==> src/verilog/rla_cfg.svh <==
// Offsets, field positions, reset values and timing counts of the reclose lock-out block
`ifndef RLA_CFG_SVH
`define RLA_CFG_SVH
// Clock and time base
`define RLA_CLK_HZ 50000000
`define RLA_TICK_US 10000
`define RLA_TICK_CYCLES ((`RLA_CLK_HZ / 1000000) * `RLA_TICK_US)
// Two-minute supervision and least alarm width
`define RLA_SUPERVISE_S 120
`define RLA_SUPERVISE_TICKS ((`RLA_SUPERVISE_S * 1000000) / `RLA_TICK_US)
`define RLA_ALARM_MIN_MS 200
`define RLA_ALARM_MIN_TICKS (((`RLA_ALARM_MIN_MS * 1000) + `RLA_TICK_US - 1) / `RLA_TICK_US)
// Shot pointer values
`define RLA_PTR_FIRST 3'h1
`define RLA_PTR_FINAL 3'h6
`define RLA_PTR_LOCK 3'h7
// Register byte offsets
`define RLA_OFS_CTRL 8'h00
`define RLA_OFS_FT0 8'h04
`define RLA_OFS_FT1 8'h08
`define RLA_OFS_FT2 8'h0c
`define RLA_OFS_FT3 8'h10
`define RLA_OFS_RECLAIM 8'h14
`define RLA_OFS_STATUS 8'h18
`define RLA_OFS_CAUSE 8'h1c
// Control field positions
`define RLA_CTRL_ENABLE 0
`define RLA_CTRL_POS_A 1
`define RLA_CTRL_POS_B 2
`define RLA_CTRL_MC_LOCK 3
`define RLA_CTRL_MAINT_LOCK 4
// Reset values
`define RLA_CTRL_RESET 5'h01
`define RLA_FT_RESET 16'h000a
`define RLA_RECLAIM_RESET 16'h0bb8
`endif

==> src/verilog/rla_pkg.sv <==
// Types shared by the reclose lock-out block
package rla_pkg;
  typedef logic [2:0] rla_ptr_t;
  typedef enum logic [3:0] {
    RLA_CAUSE_NONE = 4'b0000,
    RLA_CAUSE_AUX_LOST = 4'b0001,
    RLA_CAUSE_SELF_FAULT = 4'b0010,
    RLA_CAUSE_BRK_FAIL = 4'b0011,
    RLA_CAUSE_CLOSE_DEAD = 4'b0100,
    RLA_CAUSE_REMOTE_OPEN = 4'b0101,
    RLA_CAUSE_INHIBIT = 4'b0110,
    RLA_CAUSE_DISABLED = 4'b0111
  } rla_cause_t;
endpackage

==> src/verilog/rla_core.sv <==
// Final trip, definite-trip alarm, lock-out and interruption sequencing of an auto-recloser
`include "rla_cfg.svh"
module rla_core #(
  parameter int TICK_CYCLES = `RLA_TICK_CYCLES,
  parameter int SUP_TICKS = `RLA_SUPERVISE_TICKS,
  parameter int MIN_TICKS = `RLA_ALARM_MIN_TICKS,
  parameter int LINES = 4
) (
  // Clock and reset
  input wire logic clk_i,
  input wire logic rst_i,
  // Wishbone slave
  input wire logic wb_cyc_i,
  input wire logic wb_stb_i,
  input wire logic wb_we_i,
  input wire logic [7:0] wb_adr_i,
  input wire logic [3:0] wb_sel_i,
  input wire logic [31:0] wb_dat_i,
  output logic [31:0] wb_dat_o,
  output logic wb_ack_o,
  // Pins from the field
  input wire logic [LINES-1:0] initiation_line_i,
  input wire logic breaker_position_input_i,
  input wire logic reclose_inhibit_input_i,
  // Neighbouring reclose logic, same clock
  input wire logic [LINES-1:0] final_trip_arm_i,
  input wire logic ptr_load_i,
  input wire rla_pkg::rla_ptr_t ptr_value_i,
  input wire logic last_shot_done_i,
  input wire logic ar_operating_i,
  input wire logic dead_time_i,
  input wire logic breaker_fail_i,
  input wire logic maint_zero_i,
  input wire logic remote_open_parameter_i,
  input wire logic aux_supply_lost_i,
  input wire logic self_fault_i,
  // Results
  output logic [LINES-1:0] definite_trip_alarm_o,
  output rla_pkg::rla_ptr_t shot_pointer_o,
  output logic final_trip_o,
  output logic abort_o,
  output logic lockout_o
);
  import rla_pkg::*;

  logic [4:0] ctrl;
  logic [15:0] ft_delay [0:LINES-1];
  logic [15:0] reclaim_time;
  rla_cause_t cause, next_cause;
  logic [LINES-1:0] line_m, line_s;
  logic pos_m, pos_s, pos_d;
  logic inh_m, inh_s, inh_d;
  logic lock_level_d, enable_d;
  logic [31:0] tick_cnt;
  logic tick;
  logic [LINES-1:0] ft_done, sup_done, trig;
  logic reclaim_on, reclaim_hit;
  logic wb_req;

  // One-hot of the lowest set bit
  function automatic logic [LINES-1:0] lowest(input logic [LINES-1:0] v);
    lowest = v & (~v + LINES'(1));
  endfunction

  // Byte-lane merge of a write
  function automatic logic [31:0] merge(input logic [31:0] old, input logic [31:0] nw, input logic [3:0] sel);
    logic [31:0] r;
    r = old;
    for (int b = 0; b < 4; b++) begin
      if (sel[b]) begin
        r[b*8 +: 8] = nw[b*8 +: 8];
      end
    end
    merge = r;
  endfunction

  // Breaker position chain runs through reset, so a held reset leaves no false edge behind
  always_ff @(posedge clk_i) begin
    pos_m <= breaker_position_input_i;
    pos_s <= pos_m;
    pos_d <= pos_s;
  end

  // Pins come from outside the clock domain; two stages before use, third stage only for edges
  always_ff @(posedge clk_i) begin
    if (rst_i) begin
      line_m <= '0;
      line_s <= '0;
      inh_m <= 1'b0;
      inh_s <= 1'b0;
      inh_d <= 1'b0;
    end else begin
      line_m <= initiation_line_i;
      line_s <= line_m;
      inh_m <= reclose_inhibit_input_i;
      inh_s <= inh_m;
      inh_d <= inh_s;
    end
  end

  always_ff @(posedge clk_i) begin
    if (rst_i) begin
      tick_cnt <= '0;
      tick <= 1'b0;
    end else if (tick_cnt >= 32'(TICK_CYCLES - 1)) begin
      tick_cnt <= '0;
      tick <= 1'b1;
    end else begin
      tick_cnt <= tick_cnt + 32'h1;
      tick <= 1'b0;
    end
  end

  // Breaker events; coil mode has no position data, so no close events exist
  logic coil_mode, open_evt, close_evt, manual_close;
  assign coil_mode = ctrl[`RLA_CTRL_POS_A] && ctrl[`RLA_CTRL_POS_B];
  assign open_evt = coil_mode ? (pos_s && !pos_d) : (pos_d && !pos_s);
  assign close_evt = !coil_mode && !pos_d && pos_s;
  assign manual_close = close_evt && !ar_operating_i;

  // Sequence state and lock-out causes
  logic seq_active, enable, lock_level, lock_evt, lock_now, lock_fall;
  assign enable = ctrl[`RLA_CTRL_ENABLE];
  assign seq_active = (shot_pointer_o != `RLA_PTR_FIRST) && (shot_pointer_o != `RLA_PTR_LOCK);
  assign lock_level = !enable || inh_s || (maint_zero_i && ctrl[`RLA_CTRL_MAINT_LOCK]);
  // event lock-out causes; an interruption ends the sequence the same way
  assign lock_evt = (shot_pointer_o == `RLA_PTR_FINAL && (open_evt || breaker_fail_i)) ||
                    last_shot_done_i || breaker_fail_i || (manual_close && seq_active) ||
                    (manual_close && !seq_active && ctrl[`RLA_CTRL_MC_LOCK]) ||
                    (seq_active && next_cause != RLA_CAUSE_NONE);
  assign lock_now = lock_level || lock_evt;
  assign lock_fall = lock_level_d && !lock_level;

  // Final-trip delay timers, one per line, and two-minute supervision
  logic [LINES-1:0] ft_run;
  genvar g;
  generate
    for (g = 0; g < LINES; g++) begin : g_line
      // start-initiated final trip, ignored in lock-out
      assign ft_run[g] = line_s[g] && final_trip_arm_i[g] && enable && !lock_now &&
                         (shot_pointer_o != `RLA_PTR_LOCK) && (shot_pointer_o != `RLA_PTR_FINAL);
      rla_timer #(.W(16)) u_ft (
        .clk_i(clk_i),
        .rst_i(rst_i),
        .tick_i(tick),
        .run_i(ft_run[g]),
        .limit_i(ft_delay[g]),
        .done_o(ft_done[g])
      );
      rla_timer #(.W(16)) u_sup (
        .clk_i(clk_i),
        .rst_i(rst_i),
        .tick_i(tick),
        .run_i(line_s[g]),
        .limit_i(16'(SUP_TICKS)),
        .done_o(sup_done[g])
      );
    end
  endgenerate

  // Final trip fires once; a trip alarms the lowest active line, whichever delay ran out, and supervision alarms its own line
  logic ft_fire, self_trip;
  assign ft_fire = |(ft_done & ft_run);
  assign self_trip = open_evt && (|line_s) && !ar_operating_i && (shot_pointer_o != `RLA_PTR_FINAL);
  // lowest active line at the trip moment, whichever delay ran out; each line past supervision alarms on its own bit
  assign trig = (ft_fire ? lowest(line_s) : '0) | (self_trip ? lowest(line_s) : '0) |
                (sup_done & line_s);

  always_ff @(posedge clk_i) begin
    if (rst_i) begin
      final_trip_o <= 1'b0;
    end else begin
      final_trip_o <= ft_fire;
    end
  end

  // Alarm outputs with least width; the trigger wins over the release
  generate
    for (g = 0; g < LINES; g++) begin : g_alarm
      logic [7:0] width_cnt;
      logic min_met;
      assign min_met = (width_cnt >= 8'(MIN_TICKS));
      // per-line alarm held until fault clears and width met
      always_ff @(posedge clk_i) begin
        if (rst_i) begin
          definite_trip_alarm_o[g] <= 1'b0;
          width_cnt <= '0;
        end else if (trig[g]) begin
          definite_trip_alarm_o[g] <= 1'b1;
          width_cnt <= definite_trip_alarm_o[g] ? width_cnt : 8'h00;
        end else if (definite_trip_alarm_o[g]) begin
          definite_trip_alarm_o[g] <= !min_met || line_s[g];
          if (tick && !min_met) begin
            width_cnt <= width_cnt + 8'h01;
          end
        end
      end
    end
  endgenerate

  // Reclaim timer restarts on every close and on cause clearing
  logic reclaim_restart, reclaim_done;
  assign reclaim_restart = close_evt || lock_fall || lock_evt;
  rla_timer #(.W(16)) u_reclaim (
    .clk_i(clk_i),
    .rst_i(rst_i),
    .tick_i(tick),
    .run_i(reclaim_on && !reclaim_restart && !lock_level),
    .limit_i(reclaim_time),
    .done_o(reclaim_hit)
  );
  assign reclaim_done = reclaim_hit && reclaim_on && !reclaim_restart && !lock_level;

  always_ff @(posedge clk_i) begin
    if (rst_i) begin
      reclaim_on <= 1'b0;
      lock_level_d <= 1'b0;
    end else begin
      lock_level_d <= lock_level;
      if (reclaim_restart) begin
        reclaim_on <= 1'b1;
      end else if (reclaim_done) begin
        reclaim_on <= 1'b0;
      end
    end
  end

  // Shot pointer; lock-out has priority so a level cause keeps it at 7
  always_ff @(posedge clk_i) begin
    if (rst_i) begin
      shot_pointer_o <= `RLA_PTR_FIRST;
      lockout_o <= 1'b0;
    end else begin
      if (lock_now) begin
        shot_pointer_o <= `RLA_PTR_LOCK;
      end else if (ft_fire) begin
        shot_pointer_o <= `RLA_PTR_FINAL;
      // reclaim expiry returns to first shot
      end else if (reclaim_done) begin
        shot_pointer_o <= `RLA_PTR_FIRST;
      end else if (ptr_load_i && shot_pointer_o != `RLA_PTR_LOCK) begin
        shot_pointer_o <= ptr_value_i;
      end
      lockout_o <= lock_now || (shot_pointer_o == `RLA_PTR_LOCK && !reclaim_done);
    end
  end

  // Interruption cause, highest priority first
  always_comb begin
    next_cause = RLA_CAUSE_NONE;
    if (aux_supply_lost_i) begin
      next_cause = RLA_CAUSE_AUX_LOST;
    end else if (self_fault_i) begin
      next_cause = RLA_CAUSE_SELF_FAULT;
    end else if (breaker_fail_i) begin
      next_cause = RLA_CAUSE_BRK_FAIL;
    end else if (close_evt && dead_time_i) begin
      next_cause = RLA_CAUSE_CLOSE_DEAD;
    end else if (remote_open_parameter_i) begin
      next_cause = RLA_CAUSE_REMOTE_OPEN;
    end else if (inh_s && !inh_d) begin
      next_cause = RLA_CAUSE_INHIBIT;
    end else if (enable_d && !enable) begin
      next_cause = RLA_CAUSE_DISABLED;
    end
  end

  always_ff @(posedge clk_i) begin
    if (rst_i) begin
      cause <= RLA_CAUSE_NONE;
      abort_o <= 1'b0;
      enable_d <= 1'b1;
    end else begin
      enable_d <= enable;
      abort_o <= seq_active && (next_cause != RLA_CAUSE_NONE);
      if (seq_active && next_cause != RLA_CAUSE_NONE) begin
        cause <= next_cause;
      end
    end
  end

  // Wishbone slave: one wait state, ack for one cycle, unmapped reads give zero
  assign wb_req = wb_cyc_i && wb_stb_i && !wb_ack_o;
  always_ff @(posedge clk_i) begin
    if (rst_i) begin
      wb_ack_o <= 1'b0;
    end else begin
      wb_ack_o <= wb_req;
    end
  end

  // Register writes
  always_ff @(posedge clk_i) begin
    if (rst_i) begin
      ctrl <= `RLA_CTRL_RESET;
      reclaim_time <= `RLA_RECLAIM_RESET;
      for (int i = 0; i < LINES; i++) begin
        ft_delay[i] <= `RLA_FT_RESET;
      end
    end else if (wb_req && wb_we_i) begin
      if (wb_adr_i == `RLA_OFS_CTRL) begin
        ctrl <= 5'(merge({27'h0, ctrl}, wb_dat_i, wb_sel_i));
      end else if (wb_adr_i == `RLA_OFS_FT0) begin
        ft_delay[0] <= 16'(merge({16'h0, ft_delay[0]}, wb_dat_i, wb_sel_i));
      end else if (wb_adr_i == `RLA_OFS_FT1) begin
        ft_delay[1] <= 16'(merge({16'h0, ft_delay[1]}, wb_dat_i, wb_sel_i));
      end else if (wb_adr_i == `RLA_OFS_FT2) begin
        ft_delay[2] <= 16'(merge({16'h0, ft_delay[2]}, wb_dat_i, wb_sel_i));
      end else if (wb_adr_i == `RLA_OFS_FT3) begin
        ft_delay[3] <= 16'(merge({16'h0, ft_delay[3]}, wb_dat_i, wb_sel_i));
      end else if (wb_adr_i == `RLA_OFS_RECLAIM) begin
        reclaim_time <= 16'(merge({16'h0, reclaim_time}, wb_dat_i, wb_sel_i));
      end
    end
  end

  // Register reads, captured with the ack
  always_ff @(posedge clk_i) begin
    if (rst_i) begin
      wb_dat_o <= 32'h0;
    end else if (wb_req && !wb_we_i) begin
      if (wb_adr_i == `RLA_OFS_CTRL) begin
        wb_dat_o <= {27'h0, ctrl};
      end else if (wb_adr_i == `RLA_OFS_FT0) begin
        wb_dat_o <= {16'h0, ft_delay[0]};
      end else if (wb_adr_i == `RLA_OFS_FT1) begin
        wb_dat_o <= {16'h0, ft_delay[1]};
      end else if (wb_adr_i == `RLA_OFS_FT2) begin
        wb_dat_o <= {16'h0, ft_delay[2]};
      end else if (wb_adr_i == `RLA_OFS_FT3) begin
        wb_dat_o <= {16'h0, ft_delay[3]};
      end else if (wb_adr_i == `RLA_OFS_RECLAIM) begin
        wb_dat_o <= {16'h0, reclaim_time};
      end else if (wb_adr_i == `RLA_OFS_STATUS) begin
        wb_dat_o <= {22'h0, seq_active, lockout_o, definite_trip_alarm_o, 1'b0, shot_pointer_o};
      end else if (wb_adr_i == `RLA_OFS_CAUSE) begin
        wb_dat_o <= {28'h0, cause};
      end else begin
        wb_dat_o <= 32'h0;
      end
    end
  end
endmodule

==> src/verilog/rla_timer.sv <==
// Tick-enabled delay counter that flags when its limit is reached
module rla_timer #(
  parameter int W = 16
) (
  // Clock and reset
  input wire logic clk_i,
  input wire logic rst_i,
  // Control
  input wire logic tick_i,
  input wire logic run_i,
  input wire logic [W-1:0] limit_i,
  // Result
  output logic done_o
);
  logic [W-1:0] count;

  // Count ticks while running; dropping run restarts from zero
  always_ff @(posedge clk_i) begin
    if (rst_i || !run_i) begin
      count <= '0;
      done_o <= 1'b0;
    end else begin
      if (tick_i && count < limit_i) begin
        count <= count + W'(1);
      end
      done_o <= (count >= limit_i);
    end
  end
endmodule
==> config.mk <==
export PLATFORM = sky130hd
export DESIGN_NAME = rla_core
export DESIGN_NICKNAME = d
export VERILOG_FILES = /design/src/verilog/rla_pkg.sv /design/src/verilog/rla_core.sv /design/src/verilog/rla_timer.sv
export VERILOG_INCLUDE_DIRS = /design/src /design/src/verilog
export SDC_FILE = /design/constraint.sdc
export NUM_CORES = 1
export LEC_CHECK = 0
export ABC_AREA = 1
export ABC_CLOCK_PERIOD_IN_PS = 7300
export BUFFER_PORTS_ARGS = -buffer_cell sky130_fd_sc_hd__clkbuf_2
export CAP_MARGIN = 20
export CORE_MARGIN = 1
export CORE_UTILIZATION = 60
export DETAILED_ROUTE_END_ITERATION = 8
export HOLD_SLACK_MARGIN = 0.02
export PLACE_DENSITY = 0.79
export RECOVER_POWER = 25
export SYNTH_ARGS = -nofsm -noshare
export SYNTH_HDL_FRONTEND = slang
export SYNTH_SLANG_ARGS = --single-unit
==> constraint.sdc <==
create_clock -name clk_i -period 7.3 [get_ports clk_i]
set_clock_uncertainty 0.15 [all_clocks]
set_input_delay 1.46 -clock clk_i [delete_from_list [all_inputs] [get_ports clk_i]]
set_output_delay 1.46 -clock clk_i [all_outputs]
set_load 0.02 [all_outputs]
# Yosys cells after proc, flatten, opt, wreduce, memory -nomap -nowiden
# Memory sizes are Yosys's and may differ from the RTL's.
# Index checks and enable logic that the tools add are counted.
# Widths: inputs -> output; s select.
[totals]
ram_bits = 64
regBits = 303
memories = 1
wordCells = 392
out_inout_bits = 43
in_bits = 71
[memory_table]
columns = ["memory", "words", "width", "rd", "rd_clocked_by_memory_dff", "write_ports", "line_no", "rtl"]
rows = [
  ["ft_delay", 4, 16, 4, 0, 4, "rla_core.sv:47", "logic [15:0] ft_delay [0:LINES-1];"],
]
[op_classes]
addsub = 15
n_mux = 133
bitwise = 15
magnitude_cmp = 23
reduce_logical = 139
n_eq_ne = 16
[ops]
columns = ["cell", "n"]
rows = [
  ["$mux 8", 68],
  ["$mux 16", 10],
  ["$add 16x1->16 const B", 9],
  ["$ge 16x16->1", 5],
  ["$lt 16x16->1", 5],
  ["$ge 16x14->1 const B", 4],
  ["$logic_and 1x1->1", 64],
  ["$lt 16x14->1 const B", 4],
  ["$mux 1", 40],
  ["$mux 3", 11],
  ["$add 32x1->32 const B", 1],
  ["$add 8x1->8 const B", 4],
  ["$eq 8x5->1 const B", 4],
  ["$ge 32x19->1 const B", 1],
  ["$ge 8x5->1 const B", 4],
  ["$logic_not 1->1", 26],
  ["$logic_or 1x1->1", 25],
  ["$reduce_bool 2->1", 9],
  ["$eq 8x4->1 const B", 2],
  ["$reduce_and 8->1", 2],
  ["$reduce_and 3->1", 5],
  ["$and 4x4->4", 3],
  ["$mux 4", 3],
  ["$mux 10", 1],
  ["15 further kinds", 31],
]

# Depth between registers and ports, before layout
[depth]
word_depth = 24
ltp_mapped = 19
ltp_nobuf = 19

# Modules after synthesis
# A second synthesis with hierarchy kept.
[hier_totals]
hier_cells = 3159
hier_area_um2 = 21719.6
[modules_own_cells]
columns = ["mod", "instances", "cells_each", "seq_area_each_um2", "area_per_inst_um2"]
rows = [
  ["rla_timer", 9, 239, 340.3, 1453.9],
  ["rla_core", 1, 1008, 4584.4, 8634.5],
]

# Worst setup path after synthesis
# No wires, ideal clock.
[synth_timing]
path_kind = "input to register"
from = "input wb_adr_i[1]"
to = "memory ft_delay[1][0], enable pin"
setup_ns = 0.384
required_time_ns = 6.766
setup_slack_ns = 3.731
path_buffers = 1
arrival_ns = 3.035
stages = 6
cell_sequence = "nor2_2 nand3_1 nor2_2 clkinv_1 buf_2 o21ai_0"
[synth_lines]
columns = ["item", "line_no", "rtl"]
rows = [
  ["start: declaration", "rla_core.sv:16", "input wire logic [7:0] wb_adr_i,"],
  ["end: declaration", "rla_core.sv:47", ""],
]

# Worst setup path after layout
[layout_timing]
from = "input rst_i"
to = "register tick_cnt[16]"
[layout_between]
elab_chain_cells = 1
[layout_rtl]
columns = ["item", "line_no", "rtl"]
rows = [
  ["start: declaration", "rla_core.sv:11", "input wire logic rst_i,"],
  ["$reduce_or 2->1 (no source line)", "-", ""],
  ["end signal: assignment", "rla_core.sv:109", "tick_cnt <= tick_cnt + 32'h1;"],
  ["end: declaration", "rla_core.sv:54", "logic [31:0] tick_cnt;"],
]
# No other way between the ends.
# A chain may end at the register's enable or synchronous reset.

==> results.tsv <==
stage	metric	value	unit
critical_path	Worst R2R End	g_alarm[3].width_cnt[1]$_SDFFE_PP0P_	
power_and_ir_drop	Switching Share	22.5	%
grt	total congestion overflow	0	
timing	final setup TNS	0	ps
cts	htree depth	2	
timing	post-route clock period utilization	73.5	%
yosys	#FFs+latches synth	350	
timing	fin crit period	5360	ps
power_and_ir_drop	Power per Cell Area	212	nW/um^2
drt	WL/cell	15.4	um
critical_path	Worst Path Required	7580	ps
hold_path	Worst Hold Launch	pos_m$_DFF_P_	
timing	Slew headroom	-22.7	%
hold_path	hold crit path type	reg -> reg	
yosys	Post-Synth Simple-Gate Area	23.2	%
floorplan	Core Box Area	28700	sq um
yosys	ys async rst share	0	%
power_and_ir_drop	sequential power share	48.7	%
timing	Final Hold Fails	0	
yosys	Main synth FF type	dfxtp_1	
yosys	Synth Area in XOR/XNOR	0.700	%
place	Placed Cells incl. Taps	2675	
cts	clk sinks	350	
timing	Worst-Margin Slew	1840	ps
cts	CTS tree	done	
grt	initial antenna violation count	0	
grt	number of global-route vias before repair	14300	
yosys	Seq/Total Area, Yosys	43.7	%
critical_path	R2R Setup Slk	4410	ps
yosys	Post-Synth Adder-Cell Area	7.29	%
critical_path	crit-path max FO	35	
floorplan	Die X	173	um
yosys	Mapped Cells	2231	
yosys	largest family of logic cells by synthesized area	simple AND/OR/NAND/NOR gates	
yosys	Compound-Gate Fraction of Synth Area	15.2	%
drt	drt pass-1 iters	6	
finish	fraction of layout cells with a size suffix above 1	9.14	%
floorplan	Ports	114	
yosys	synthesized area	17500	sq um
critical_path	Setup crit end kind	register	
status	failing checks	capacitance limit, slew limit	
cts	total CTS buffers	38	
place	Post-DP HPWL	31700	um
power_and_ir_drop	Clk pwr share	47.3	%
critical_path	Setup crit start	rst_i	
place	DP Worst Slack	2630	ps
critical_path	Data arrival, critical path	5640	ps
yosys	yosys warns	0	
drt	First DRT Iteration DRCs	1251	
drt	average via count per standard cell	5.47	
grt	largest net degree at the start of global routing	36	
finish	Layout Nets	2507	
hold_path	Hold Crit Depth	0	
drt	Vias	15000	
critical_path	FF-to-FF Start	ctrl[0]$_SDFFE_PP1P_	
grt	first-pass GRT wire length	69200	um
timing	Max Clk Rate	0.186	GHz
power_and_ir_drop	Leakage Power	7.99	nW
drt	Antenna Violating Nets Remaining	0	
cts	post-CTS sizing	0	
cts	clk slew on worst S/H paths	60	ps
yosys	Unique masters post-synth	67	
status	status	finished, violations left	
timing	RSZ-0062 raised after global routing	no	
cts	Worst-Skew Late Latency	540	ps
cts	CTS Hold Buffers Added	0	
place	GPL Wtd Cong	0.954	
power_and_ir_drop	P_sw	0.000928	W
critical_path	critical path class	in -> reg	
floorplan	height of the die	173	um
drt	final WL	42400	um
power_and_ir_drop	Pwr Total	0.00413	W
critical_path	worst r2r path cells	17	
finish	layout overhead on the synthesized area	11.1	%
power_and_ir_drop	maximum vdd drop	0.209	mV
finish	fill count	2408	
floorplan	row cnt	62	
floorplan	Initial Util	61.0	%
job	Max Cap Violations	3	
timing	max-slew violations	97	
drt	remaining design rule violation count	0	
cts	CTS root buf	clkbuf_16	
yosys	Post-Synthesis Mean Instance Area	7.85	sq um
power_and_ir_drop	cell internal pwr	0.00320	W
yosys	post-synthesis mux area share	0	%
cts	Longest Clk Path Bufs	3	
timing	# setup viols final	0	
power_and_ir_drop	Comb pwr share	4.0	%
floorplan	Die ar.	29900	sq um
hold_path	hold-critical path endpoint	pos_s$_DFF_P_	
yosys	Post-synth EDFFs	64	
place	IO Port Bufs	79	
finish	fin cells	2748	
finish	# diodes	0	
cts	postcts setup bufs	0	
critical_path	CP Launch Type	input port	
grt	Total GRT Usage	28.4	%
timing	setup ws final	1940	ps
metal layers:
layer	up-vias	global-route usage [%]	part of all wire (%)
met2	524	48.1	46
met1	6875	36.2	42
li1	7533	-	-
met4	0	12.4	4.2
met5	-	0	0
met3	112	3.96	7.4
Yosys cell counts, types with 25 or more instances:
cell | instances | share of area [%]
edfxtp_1 | 64 | 11
nand3_1 | 81 | 2.3
a21oi_1 | 216 | 6.2
o21ai_0 | 100 | 2.9
ha_1 | 102 | 7.3
nor3_1 | 48 | 1.4
nor2_1 | 272 | 5.8
nand2_1 | 333 | 7.1
o211ai_1 | 26 | 1.1
nand4_1 | 43 | 1.5
inv_1 | 372 | 8.0
clkbuf_1 | 25 | 0.54
dfxtp_1 | 286 | 33
layout make-up:
type	count	area [sq um]	share of cell area, %
inverter	387	1460	7.49
tap	384	480	2.47
sequential	350	7650	39.3
multi-input combinational	1471	8180	42.1
clock inverter	18	145	0.746
timing repair buffer	86	399	2.05
clock buffer	52	1140	5.87
how the worst max path moves through the flow:
stage          cells past startpoint  slack [ps]                            end
3_3_place_gp                       6        2740   ft_delay[0][7]$_SDFFCE_PN0P_
2_1_floorplan                      6        3730   ft_delay[1][0]$_SDFFCE_PN0P_
6_report                           6        1940        tick_cnt[16]$_SDFF_PP0_
4_1_cts                            6        3180  ft_delay[0][10]$_SDFFCE_PN0P_
3_5_place_dp                       6        2630  ft_delay[0][13]$_SDFFCE_PN0P_
5_1_grt                            6        1630        tick_cnt[16]$_SDFF_PP0_
sequential cells by signal, summed over array words and instances, names as in the netlist, 4 cells and up:
name and count:
tick_cnt 32, line_s 4, reclaim_time 16, g_line.u_sup.done_o 4, definite_trip_alarm_o 4, g_line.u_sup.count 64, line_m 4, wb_dat_o 16
ctrl 5, u_reclaim.count 16, ft_delay 64, g_line.u_ft.count 64, g_alarm.width_cnt 32, g_line.u_ft.done_o 4
through the flow:
| step | area [sq um] | util [%] | hold WS, ps |
|---|---|---|---|
| 3_3_place_gp | 18200 | 63.5 | 165 |
| 6_report | 19500 | 67.8 | 178 |
| 3_5_place_dp | 18200 | 63.5 | 165 |
| 5_1_grt | 19500 | 67.8 | 190 |
| 2_1_floorplan | 17600 | - | 160 |
| 4_1_cts | 19500 | 68.0 | 176 |
cell families (layout without fill, tap and decap cells):
family,count (synthesis),after routing
AO/OA/AOI/OAI,455,455
XOR/XNOR,14,14
adder cells (fa/ha/maj),102,102
buffers and inverters,438,543
flip-flops,350,350
other,1,29
AND/OR/NAND/NOR,871,871
layout by cell type (no fill, tap or decap), drive strengths merged, types with 16 or more instances in the layout:
master and instances:
inv 385, nand2 357, o21a 18, conb 29, nand4 46, clkbuf 134, nor2 291, nand3 85
o211ai 26, ha 102, o21ai 119, nor3 51, nor3b 16, edfxtp 64, a21oi 227, clkinv 18
dfxtp 286
critical path: stages:
cell	delay, ps
clkbuf_1	80
clkbuf_1	590
inv_1	820
clkbuf_1	1390
nand2_1	860
a211oi_1	410
power by group through the flow:
stage	logic, W	clock network, W	registers (W)
after floorplan	0.000111	0	0.00205
after global placement	0.000161	0	0.00205
after detailed placement	0.000166	0	0.00205
after CTS	0.000167	0.00198	0.00201
after global routing	0.000183	0.00205	0.00201
final	0.000167	0.00195	0.00201
(Power assumes the default switching activity.)
